--- src/inc/epmux_cfg.svh ---
`ifndef EPMUX_CFG_SVH
`define EPMUX_CFG_SVH

`define EPMUX_OFF_SEL     8'h00
`define EPMUX_OFF_OEN     8'h04
`define EPMUX_OFF_PE      8'h08
`define EPMUX_OFF_IEN     8'h0c
`define EPMUX_OFF_INLVL   8'h10
`define EPMUX_OFF_LATCH   8'h14
`define EPMUX_OFF_SET     8'h18
`define EPMUX_OFF_CLR     8'h1c
`define EPMUX_OFF_INV     8'h20
`define EPMUX_OFF_EVCFG   8'h24
`define EPMUX_OFF_EVFLAG  8'h28
`define EPMUX_OFF_EVCLR   8'h2c
`define EPMUX_OFF_SYNC    8'h30

`define EPMUX_RST_SEL     16'h0000
`define EPMUX_RST_PIN8    8'h00
`define EPMUX_RST_EVCFG   32'h0000_0000
`define EPMUX_RST_TRIG    4'h0

`define EPMUX_SEL_W       2
`define EPMUX_EVCFG_W     4
`define EPMUX_EV_EN_BIT   3
`define EPMUX_HSIZE_WORD  3'h2

`define EPMUX_EV_RISE     3'h0
`define EPMUX_EV_FALL     3'h1
`define EPMUX_EV_BOTH     3'h2
`define EPMUX_EV_HIGH     3'h3
`define EPMUX_EV_LOW      3'h4
`define EPMUX_EV_FALL2    3'h5
`define EPMUX_EV_BOTH2    3'h6
`define EPMUX_EV_HIGH2    3'h7

`endif

--- src/inc/epmux_pkg.sv ---
package epmux_pkg;

    typedef logic [7:0] epmux_pins_t;

    typedef enum logic [2:0] {
        EPMUX_FN_GPIO  = 3'h0,
        EPMUX_FN_TRIG  = 3'h1,
        EPMUX_FN_SYNC  = 3'h3,
        EPMUX_FN_IRQ0  = 3'h2,
        EPMUX_FN_IRQ1  = 3'h6,
        EPMUX_FN_POR   = 3'h7,
        EPMUX_FN_SLEEP = 3'h5,
        EPMUX_FN_CLKIN = 3'h4
    } epmux_func_t;

endpackage

--- src/inc/epmux_mux_if.sv ---
`timescale 1ns/1ps
interface epmux_mux_if;
    logic [15:0] sel;
    logic [7:0]  latch;
    logic [7:0]  sync;
    logic [1:0]  irq;
    logic        por;
    logic        sleep;
    logic [7:0]  in_s;
    logic [7:0]  drive;
    logic [7:0]  trig;
    logic        clk_in;

    modport ctl (output sel, latch, sync, irq, por, sleep, in_s,
                 input  drive, trig, clk_in);
    modport mux (input  sel, latch, sync, irq, por, sleep, in_s,
                 output drive, trig, clk_in);
endinterface

--- src/epmux_sync.sv ---
`timescale 1ns/1ps
module epmux_sync #(
    parameter int W = 8
) (
    input  wire logic         hclk,
    input  wire logic         hresetn,
    input  wire logic [W-1:0] d,
    output logic      [W-1:0] q
);
    logic [W-1:0] meta_q;

    // first stage feeds only the second stage
    always_ff @(posedge hclk or negedge hresetn) begin
        if (!hresetn) begin
            meta_q <= '0;
            q      <= '0;
        end else begin
            meta_q <= d;
            q      <= meta_q;
        end
    end
endmodule // epmux_sync

--- src/epmux_pin_mux.sv ---
`timescale 1ns/1ps
`include "epmux_cfg.svh"
module epmux_pin_mux
    import epmux_pkg::*;
(
    epmux_mux_if.mux m
);
    function automatic epmux_func_t decode(input int pin,
                                           input logic [1:0] code);
        epmux_func_t f;
        f = EPMUX_FN_GPIO;
        unique case (code)
            2'h1: f = EPMUX_FN_TRIG;
            2'h2: f = EPMUX_FN_SYNC;
            2'h0: begin
                if (pin == 0) f = EPMUX_FN_IRQ0;
                else if (pin == 2) f = EPMUX_FN_POR;
                else f = EPMUX_FN_GPIO;
            end
            2'h3: begin
                unique case (pin)
                    0: f = EPMUX_FN_GPIO;
                    1: f = EPMUX_FN_SLEEP;
                    2, 5: f = EPMUX_FN_CLKIN;
                    3, 6: f = EPMUX_FN_IRQ0;
                    default: f = EPMUX_FN_IRQ1;
                endcase
            end
        endcase
        return f;
    endfunction

    epmux_func_t fn [8];

    always_comb begin
        m.clk_in = 1'b0;
        for (int i = 0; i < 8; i++) begin
            fn[i] = decode(i, m.sel[i*`EPMUX_SEL_W +: `EPMUX_SEL_W]);
            m.trig[i] = (fn[i] == EPMUX_FN_TRIG);
            if (fn[i] == EPMUX_FN_CLKIN && m.in_s[i])
                m.clk_in = 1'b1;
            unique case (fn[i])
                EPMUX_FN_GPIO:  m.drive[i] = m.latch[i];
                EPMUX_FN_SYNC:  m.drive[i] = m.sync[i];
                EPMUX_FN_IRQ0:  m.drive[i] = m.irq[0];
                EPMUX_FN_IRQ1:  m.drive[i] = m.irq[1];
                EPMUX_FN_POR:   m.drive[i] = m.por;
                EPMUX_FN_SLEEP: m.drive[i] = m.sleep;
                default:        m.drive[i] = 1'b0;
            endcase
        end
    end
endmodule // epmux_pin_mux

--- src/epmux_top.sv ---
`timescale 1ns/1ps
`include "epmux_cfg.svh"
module epmux_top
    import epmux_pkg::*;
(
    input  wire logic        hclk,
    input  wire logic        hresetn,
    input  wire logic        hsel,
    input  wire logic [31:0] haddr,
    input  wire logic [1:0]  htrans,
    input  wire logic        hwrite,
    input  wire logic [2:0]  hsize,
    input  wire logic [31:0] hwdata,
    input  wire logic        hready,
    output logic             hreadyout,
    output logic             hresp,
    output logic      [31:0] hrdata,
    input  wire logic [7:0]  pin_in,
    output logic      [7:0]  pin_out,
    output logic      [7:0]  pin_oe,
    output logic      [7:0]  pull_en,
    input  wire logic [1:0]  irq_line,
    input  wire logic        por_flag,
    input  wire logic        sleep_flag,
    input  wire logic        seq_sync_we,
    input  wire logic [7:0]  seq_sync_wdata,
    output logic      [3:0]  seq_trigger,
    output logic             wake_request,
    output logic             external_clock_in
);

    // bus address phase

    logic        addr_take;
    logic        rd_take;
    logic        wr_take;
    logic [7:0]  addr_b;

    assign addr_b    = haddr[7:0];
    // only whole-word transfers are acted on; others complete silently
    assign addr_take = hsel & hready & htrans[1]
                     & (hsize == `EPMUX_HSIZE_WORD);
    assign rd_take   = addr_take & ~hwrite;
    assign wr_take   = addr_take & hwrite;

    // data phase of a write

    logic        wr_pend_q;
    logic [7:0]  wr_addr_q;

    always_ff @(posedge hclk or negedge hresetn) begin
        if (!hresetn) begin
            wr_pend_q <= 1'b0;
        end else begin
            wr_pend_q <= wr_take;
        end
    end

    always_ff @(posedge hclk or negedge hresetn) begin
        if (!hresetn) begin
            wr_addr_q <= 8'h00;
        end else begin
            wr_addr_q <= wr_take ? addr_b : wr_addr_q;
        end
    end

    // arguments passed explicitly so continuous assigns stay sensitive
    function automatic logic hit_at(input logic       pend,
                                    input logic [7:0] addr,
                                    input logic [7:0] off);
        return pend & (addr == off);
    endfunction

    logic        wr_sel;
    logic        wr_oen;
    logic        wr_pe;
    logic        wr_ien;
    logic        wr_latch;
    logic        wr_set;
    logic        wr_clr;
    logic        wr_inv;
    logic        wr_evcfg;
    logic        wr_evclr;
    logic [7:0]  wd8;

    assign wd8      = hwdata[7:0];
    assign wr_sel   = hit_at(wr_pend_q, wr_addr_q, `EPMUX_OFF_SEL);
    assign wr_oen   = hit_at(wr_pend_q, wr_addr_q, `EPMUX_OFF_OEN);
    assign wr_pe    = hit_at(wr_pend_q, wr_addr_q, `EPMUX_OFF_PE);
    assign wr_ien   = hit_at(wr_pend_q, wr_addr_q, `EPMUX_OFF_IEN);
    assign wr_latch = hit_at(wr_pend_q, wr_addr_q, `EPMUX_OFF_LATCH);
    assign wr_set   = hit_at(wr_pend_q, wr_addr_q, `EPMUX_OFF_SET);
    assign wr_clr   = hit_at(wr_pend_q, wr_addr_q, `EPMUX_OFF_CLR);
    assign wr_inv   = hit_at(wr_pend_q, wr_addr_q, `EPMUX_OFF_INV);
    assign wr_evcfg = hit_at(wr_pend_q, wr_addr_q, `EPMUX_OFF_EVCFG);
    assign wr_evclr = hit_at(wr_pend_q, wr_addr_q, `EPMUX_OFF_EVCLR);

    // port registers

    logic [15:0] sel_q;
    logic [7:0]  oen_q;
    logic [7:0]  pe_q;
    logic [7:0]  ien_q;
    logic [7:0]  latch_q;
    logic [7:0]  latch_d;

    // the four latch writers sit at distinct offsets, so at most one
    // of them is active in a cycle and the order below is immaterial
    assign latch_d = wr_latch ? wd8
                   : wr_set   ? (latch_q | wd8)
                   : wr_clr   ? (latch_q & ~wd8)
                   : wr_inv   ? (latch_q ^ wd8)
                   : latch_q;

    always_ff @(posedge hclk or negedge hresetn) begin
        if (!hresetn) begin
            sel_q <= `EPMUX_RST_SEL;
        end else begin
            sel_q <= wr_sel ? hwdata[15:0] : sel_q;
        end
    end

    always_ff @(posedge hclk or negedge hresetn) begin
        if (!hresetn) begin
            oen_q <= `EPMUX_RST_PIN8;
        end else begin
            oen_q <= wr_oen ? wd8 : oen_q;
        end
    end

    always_ff @(posedge hclk or negedge hresetn) begin
        if (!hresetn) begin
            pe_q <= `EPMUX_RST_PIN8;
        end else begin
            pe_q <= wr_pe ? wd8 : pe_q;
        end
    end

    always_ff @(posedge hclk or negedge hresetn) begin
        if (!hresetn) begin
            ien_q <= `EPMUX_RST_PIN8;
        end else begin
            ien_q <= wr_ien ? wd8 : ien_q;
        end
    end

    always_ff @(posedge hclk or negedge hresetn) begin
        if (!hresetn) begin
            latch_q <= `EPMUX_RST_PIN8;
        end else begin
            latch_q <= latch_d;
        end
    end

    // pin input path

    logic [7:0]  in_s;
    logic [7:0]  prev_q;
    logic [7:0]  inlvl_q;
    logic [7:0]  inlvl_d;

    epmux_sync #(
        .W (8)
    ) u_sync (
        .hclk    (hclk),
        .hresetn (hresetn),
        .d       (pin_in),
        .q       (in_s)
    );

    // disabled pins hold their last captured level
    assign inlvl_d = (in_s & ien_q) | (inlvl_q & ~ien_q);

    always_ff @(posedge hclk or negedge hresetn) begin
        if (!hresetn) begin
            inlvl_q <= `EPMUX_RST_PIN8;
        end else begin
            inlvl_q <= inlvl_d;
        end
    end

    always_ff @(posedge hclk or negedge hresetn) begin
        if (!hresetn) begin
            prev_q <= `EPMUX_RST_PIN8;
        end else begin
            prev_q <= in_s;
        end
    end

    // event detection

    logic [31:0] evcfg_q;
    logic [7:0]  evflag_q;
    logic [7:0]  evflag_d;
    logic [7:0]  ev_hit;
    logic [7:0]  ev_clr;

    function automatic logic event_hit(input logic [2:0] mode,
                                       input logic       cur,
                                       input logic       prv);
        logic h;
        h = 1'b0;
        unique case (mode)
            `EPMUX_EV_RISE:  h = cur & ~prv;
            `EPMUX_EV_FALL,
            `EPMUX_EV_FALL2: h = ~cur & prv;
            `EPMUX_EV_BOTH,
            `EPMUX_EV_BOTH2: h = cur ^ prv;
            `EPMUX_EV_HIGH,
            `EPMUX_EV_HIGH2: h = cur;
            `EPMUX_EV_LOW:   h = ~cur;
        endcase
        return h;
    endfunction

    always_comb begin
        for (int i = 0; i < 8; i++) begin
            ev_hit[i] = evcfg_q[i*`EPMUX_EVCFG_W + `EPMUX_EV_EN_BIT]
                      & event_hit(evcfg_q[i*`EPMUX_EVCFG_W +: 3],
                                  in_s[i], prev_q[i]);
        end
    end

    assign ev_clr   = wr_evclr ? wd8 : 8'h00;
    // a fresh event outranks a clear landing in the same cycle
    assign evflag_d = (evflag_q & ~ev_clr) | ev_hit;

    always_ff @(posedge hclk or negedge hresetn) begin
        if (!hresetn) begin
            evcfg_q <= `EPMUX_RST_EVCFG;
        end else begin
            evcfg_q <= wr_evcfg ? hwdata : evcfg_q;
        end
    end

    always_ff @(posedge hclk or negedge hresetn) begin
        if (!hresetn) begin
            evflag_q <= `EPMUX_RST_PIN8;
        end else begin
            evflag_q <= evflag_d;
        end
    end

    // sequencer sync register

    logic [7:0]  sync_q;

    always_ff @(posedge hclk or negedge hresetn) begin
        if (!hresetn) begin
            sync_q <= `EPMUX_RST_PIN8;
        end else begin
            sync_q <= seq_sync_we ? seq_sync_wdata : sync_q;
        end
    end

    // pin multiplex

    epmux_mux_if mx ();

    assign mx.sel   = sel_q;
    assign mx.latch = latch_q;
    assign mx.sync  = sync_q;
    assign mx.irq   = irq_line;
    assign mx.por   = por_flag;
    assign mx.sleep = sleep_flag;
    assign mx.in_s  = in_s;

    epmux_pin_mux u_mux (
        .m (mx.mux)
    );

    // sequence triggers: pins k and k+4 share trigger line k
    logic [3:0]  trig_d;
    logic [7:0]  trig_hit;
    logic [3:0]  trig_q;
    logic [7:0]  out_q;
    logic        clk_in_q;

    assign trig_hit = ev_hit & mx.trig;
    assign trig_d   = trig_hit[3:0] | trig_hit[7:4];

    always_ff @(posedge hclk or negedge hresetn) begin
        if (!hresetn) begin
            trig_q <= `EPMUX_RST_TRIG;
        end else begin
            trig_q <= trig_d;
        end
    end

    always_ff @(posedge hclk or negedge hresetn) begin
        if (!hresetn) begin
            out_q <= `EPMUX_RST_PIN8;
        end else begin
            out_q <= mx.drive;
        end
    end

    // registered so the pin-derived clock leaves on a clean edge
    always_ff @(posedge hclk or negedge hresetn) begin
        if (!hresetn) begin
            clk_in_q <= 1'b0;
        end else begin
            clk_in_q <= mx.clk_in;
        end
    end

    // the sequencer only reaches a pin if software set oen and selected the sync function in sel
    assign pin_out           = out_q;
    assign pin_oe            = oen_q;
    assign pull_en           = pe_q;
    assign seq_trigger       = trig_q;
    assign wake_request      = |evflag_q;
    assign external_clock_in = clk_in_q;

    // read path: data is captured in the address phase, so the
    // value seen is the state at that edge

    logic [31:0] rd_mux;
    logic [31:0] hrdata_q;

    always_comb begin
        rd_mux = 32'h0000_0000;
        unique case (addr_b)
            `EPMUX_OFF_SEL:    rd_mux = {16'h0000, sel_q};
            `EPMUX_OFF_OEN:    rd_mux = {24'h00_0000, oen_q};
            `EPMUX_OFF_PE:     rd_mux = {24'h00_0000, pe_q};
            `EPMUX_OFF_IEN:    rd_mux = {24'h00_0000, ien_q};
            `EPMUX_OFF_INLVL:  rd_mux = {24'h00_0000, inlvl_q};
            `EPMUX_OFF_LATCH:  rd_mux = {24'h00_0000, latch_q};
            `EPMUX_OFF_EVCFG:  rd_mux = evcfg_q;
            `EPMUX_OFF_EVFLAG: rd_mux = {24'h00_0000, evflag_q};
            `EPMUX_OFF_SYNC:   rd_mux = {24'h00_0000, sync_q};
            // set, clear, invert and event clear read as zero
            default:           rd_mux = 32'h0000_0000;
        endcase
    end

    always_ff @(posedge hclk or negedge hresetn) begin
        if (!hresetn) begin
            hrdata_q <= 32'h0000_0000;
        end else begin
            hrdata_q <= rd_take ? rd_mux : hrdata_q;
        end
    end

    // zero wait states; every transfer, mapped or not, ends OKAY
    assign hreadyout = 1'b1;
    assign hresp     = 1'b0;
    assign hrdata    = hrdata_q;

endmodule // epmux_top

--- config.mk ---
export PLATFORM = sky130hd
export DESIGN_NAME = epmux_top
export DESIGN_NICKNAME = d
export VERILOG_FILES = /design/src/inc/epmux_pkg.sv /design/src/inc/epmux_mux_if.sv /design/src/epmux_sync.sv /design/src/epmux_pin_mux.sv /design/src/epmux_top.sv
export VERILOG_INCLUDE_DIRS = /design/src /design/src/inc
export SDC_FILE = /design/constraint.sdc
export NUM_CORES = 1
export LEC_CHECK = 0
export ABC_AREA = 1
export BUFFER_PORTS_ARGS = -buffer_cell sky130_fd_sc_hd__buf_2
export CAP_MARGIN = 5
export CELL_PAD_IN_SITES_DETAIL_PLACEMENT = 0
export CELL_PAD_IN_SITES_GLOBAL_PLACEMENT = 2
export CORE_MARGIN = 2
export CORE_UTILIZATION = 34
export DETAILED_ROUTE_END_ITERATION = 7
export PLACE_DENSITY = 0.88
export SLEW_MARGIN = 20
export SYNTH_ARGS = -nofsm -noshare
export SYNTH_HDL_FRONTEND = slang
export SYNTH_SLANG_ARGS = --single-unit
--- constraint.sdc ---
create_clock -name hclk -period 2.1 [get_ports hclk]
set_clock_uncertainty 0.1 [all_clocks]
set_input_delay 0.63 -clock hclk [delete_from_list [all_inputs] [get_ports hclk]]
set_output_delay 0.63 -clock hclk [all_outputs]
set_load 0.01 [all_outputs]
==> results.cfg <==
[critical_path]
cp_data_arrival_time_ps = 1450
crit_path_end_kind = output port
crit_required_ps = 1370
path_class = reg -> out
startpoint_type = flip-flop
ff2ff_setup_slack_ps = 270
crit_end = wake_request
rr_worst_depth = 9
r2r-end = latch_q[3]
timing.rr.start = wr_addr_q[5]
crit_start = evflag_q[3]
worstPathMaxFanout = 3

[drt]
drtPass1Iterations = 5
routed_wl_um = 26900
antenna_left = 0
vias = 7674
avgRoutedWirePerCell_um = 16.7
drc = 0
drt_iter0_markers = 485
drt-vias-per-instance = 4.76

[yosys]
ys_seq_elements = 182
syn_inst = 1095
synthArstFlopShare = 1.00
syn_area_per_cell_um2 = 8.45
synth_area_mm2 = 0.00925
syn_nets = 1257
ys_seq_area_frac = 0.492
yosysUniqueCellTypes = 37
synth_edf_count = 0
ys.flop_type = dfrtp_1
yosysWarnings = 0

[floorplan]
die_w_um = 169
rows = 60
dieHeight_um = 169
dieArea_mm2 = 0.0286
num_io_pins = 159
initial_utilization = 0.345
core-area_mm2 = 0.0268

[cts]
cts_tree = done
clock_latency_ps = 440
clk_path_buf_depth = 2
numCtsBuffers = 17
cts_hold_buf = 0
root_buffer = clkbuf_16
h-tree-depth = 4
clk_pin_slew_ps = 70
clock-sinks = 182

[run_status]
violations = negative setup slack
status = finished, violations left

[sta]
tightestPinTransition_ps = 711
min_period_ps = 2180
max_freq_mhz = 459
fin_crit_sh = 1.04
drv_slew = 0
finalWorstSetupSlack_ps = -78.8
maxSlewHeadroom = 0.525
setup_viol = 1
grt_setup_unrepaired = yes
hold_viol = 0
holdWs_ps = 26.5

[grt]
grt_max_degree = 55
grtUsageTotal = 0.192
grt_pass1_wl_um = 41600
gr-total-overflow = 0
antenna_found_initial = 0
grt_pass1_vias = 7290

[layout]
drive_above_1_share = 0.197
syn_to_final_growth_pct = 21.1
final_nets = 1421
final_util = 0.418
n_antenna_cell = 0
fillerInstances = 2686

[power_and_ir_drop]
power_leakage_nw = 6.24
power_mw = 7.59
vdd.ir_drop.worst_v = 0.000434
p_per_area_mw_per_mm2 = 677

[flow_run]
drv_cap = 0

[placed_design]
io_buffer_count = 131
dp_hpwl_um = 20000
place_congestion = 0.866
pre_cts_slack_ps = -122

[min_path]
hold_class = in -> async
==> routing by layer <==
layer  global-route usage  routed length [µm]  up-vias
met3               0.0304                1110       18
met1                0.271               12800     3661
met4               0.0435                 258        0
met2                0.312               12700      166
li1                     -                   -     3829
met5                    0                   0        -
==> cells by family (layout without fill, tap and decap cells) <==
kind of cell | count (synthesis) | after routing | synth area share
simple gates | 519 | 519 | 0.233
fa+ha+maj | 67 | 67 | 0.0906
compound gates | 150 | 150 | 0.0907
other cells | 2 | 2 | 0.000812
flops | 182 | 182 | 0.492
buf+inv | 157 | 334 | 0.0680
mux | 18 | 18 | 0.0243
==> flip-flops by register name, summed over array words and instances (netlist names), named ones only <==
signal,flops
evcfg_q,32
hrdata,32
mx.sel,16
evflag_q,8
ien_q,8
latch_q,8
mx.sync,8
pin_oe,8
pin_out,8
prev_q,8
pull_en,8
u_sync.meta_q,8
u_sync.q,8
wr_addr_q,8
seq_trigger,4
external_clock_in,1
wr_pend_q,1
==> stage by stage <==
step | TNS [ps] | area, µm² | cells
floorplan | 0 | 9250 | 1095
CTS | -86.3 | 11200 | 1612
global placement | -277 | 10600 | 1579
finish | -78.8 | 11200 | 1613
global route | -130 | 11200 | 1613
detailed placement | -219 | 10600 | 1579
==> report_power, final <==
group / total [mW] / leakage [nW] / internal [mW] / switching, mW
clock: 3.23 / 0.290 / 1.61 / 1.62
sequential: 3.73 / 2.00 / 3.62 / 0.107
combinational: 0.626 / 3.95 / 0.240 / 0.386
==> how the worst min path moves through the flow <==
stage          slack [ps]        startpoint      endpoint  cells past startpoint
2_1_floorplan         230           hresetn     async pin                      0
3_5_place_dp          240  u_sync.meta_q[0]   u_sync.q[0]                      0
6_report               30           hresetn  wr_addr_q[6]                      1
5_1_grt                50           hresetn    latch_q[6]                      1
3_3_place_gp          230  u_sync.meta_q[7]   u_sync.q[7]                      0
4_1_cts                30           hresetn  wr_addr_q[6]                      1
==> worst max-delay path, cell delays in order (launching register included) <==
cell and delay (ps):
dfrtp_1 420, nor4_2 290, nand2_1 140, buf_2 160
==> cell usage in the layout, fill, tap and decap left out, types with 3 or more instances in the layout <==
master and instances:
buf_12 6, nor2_2 4, dfrtp_1 182, inv_1 119, mux2_4 6, o22ai_1 8, ha_1 67, nand2_2 6
a21oi_1 16, nand3_1 90, buf_2 130, clkinv_4 3, o21a_1 4, o31ai_1 7, or2_2 3, buf_4 38
inv_8 6, mux2_2 12, o211ai_1 7, inv_2 7, nand2_1 307, a22oi_1 6, nor2_1 98, o21ai_0 97
clkbuf_16 17, clkinv_8 4
==> synthesized netlist by cell type (2+ instances only) <==
library cell | number | share of area
nor2_4 | 2 | 0.0024
nand2_2 | 6 | 0.0041
nand3_1 | 90 | 0.049
buf_6 | 2 | 0.0024
mux2_4 | 6 | 0.0097
buf_4 | 3 | 0.0024
conb_1 | 2 | 0.00081
buf_2 | 11 | 0.0059
nand2_1 | 307 | 0.12
o21ai_0 | 97 | 0.052
dfrtp_1 | 182 | 0.49
inv_1 | 119 | 0.048
clkbuf_1 | 14 | 0.0057
o211ai_1 | 7 | 0.0057
nor4_1 | 2 | 0.0014
mux2_2 | 12 | 0.015
or2_2 | 3 | 0.0020
a21oi_1 | 16 | 0.0087
nor2_1 | 98 | 0.040
a22oi_1 | 6 | 0.0049
o31ai_1 | 7 | 0.0057
nand4_1 | 2 | 0.0014
inv_2 | 7 | 0.0028
o21a_1 | 4 | 0.0032
nor2_2 | 4 | 0.0027
ha_1 | 67 | 0.091
o22ai_1 | 8 | 0.0054
a22o_1 | 2 | 0.0019
==> what timing repair did <==
action	in CTS	in global routing
buffers inserted	1	1
gates resized for setup	1	0
setup endpoints to repair	1	1
gates cloned	0	0
pin swaps	1	2
==> area by class of cell <==
type	instances	area, µm²	share of cell area
Clock inverter	15	175	0.0156
Inverter	127	477	0.0425
Sequential cell	182	4550	0.406
Multi-Input combinational cell	756	4080	0.364
Clock buffer	17	425	0.0380
Timing Repair Buffer	175	1070	0.0955
Tap cell	341	427	0.0381
Power figures use the tool's default switching activity.
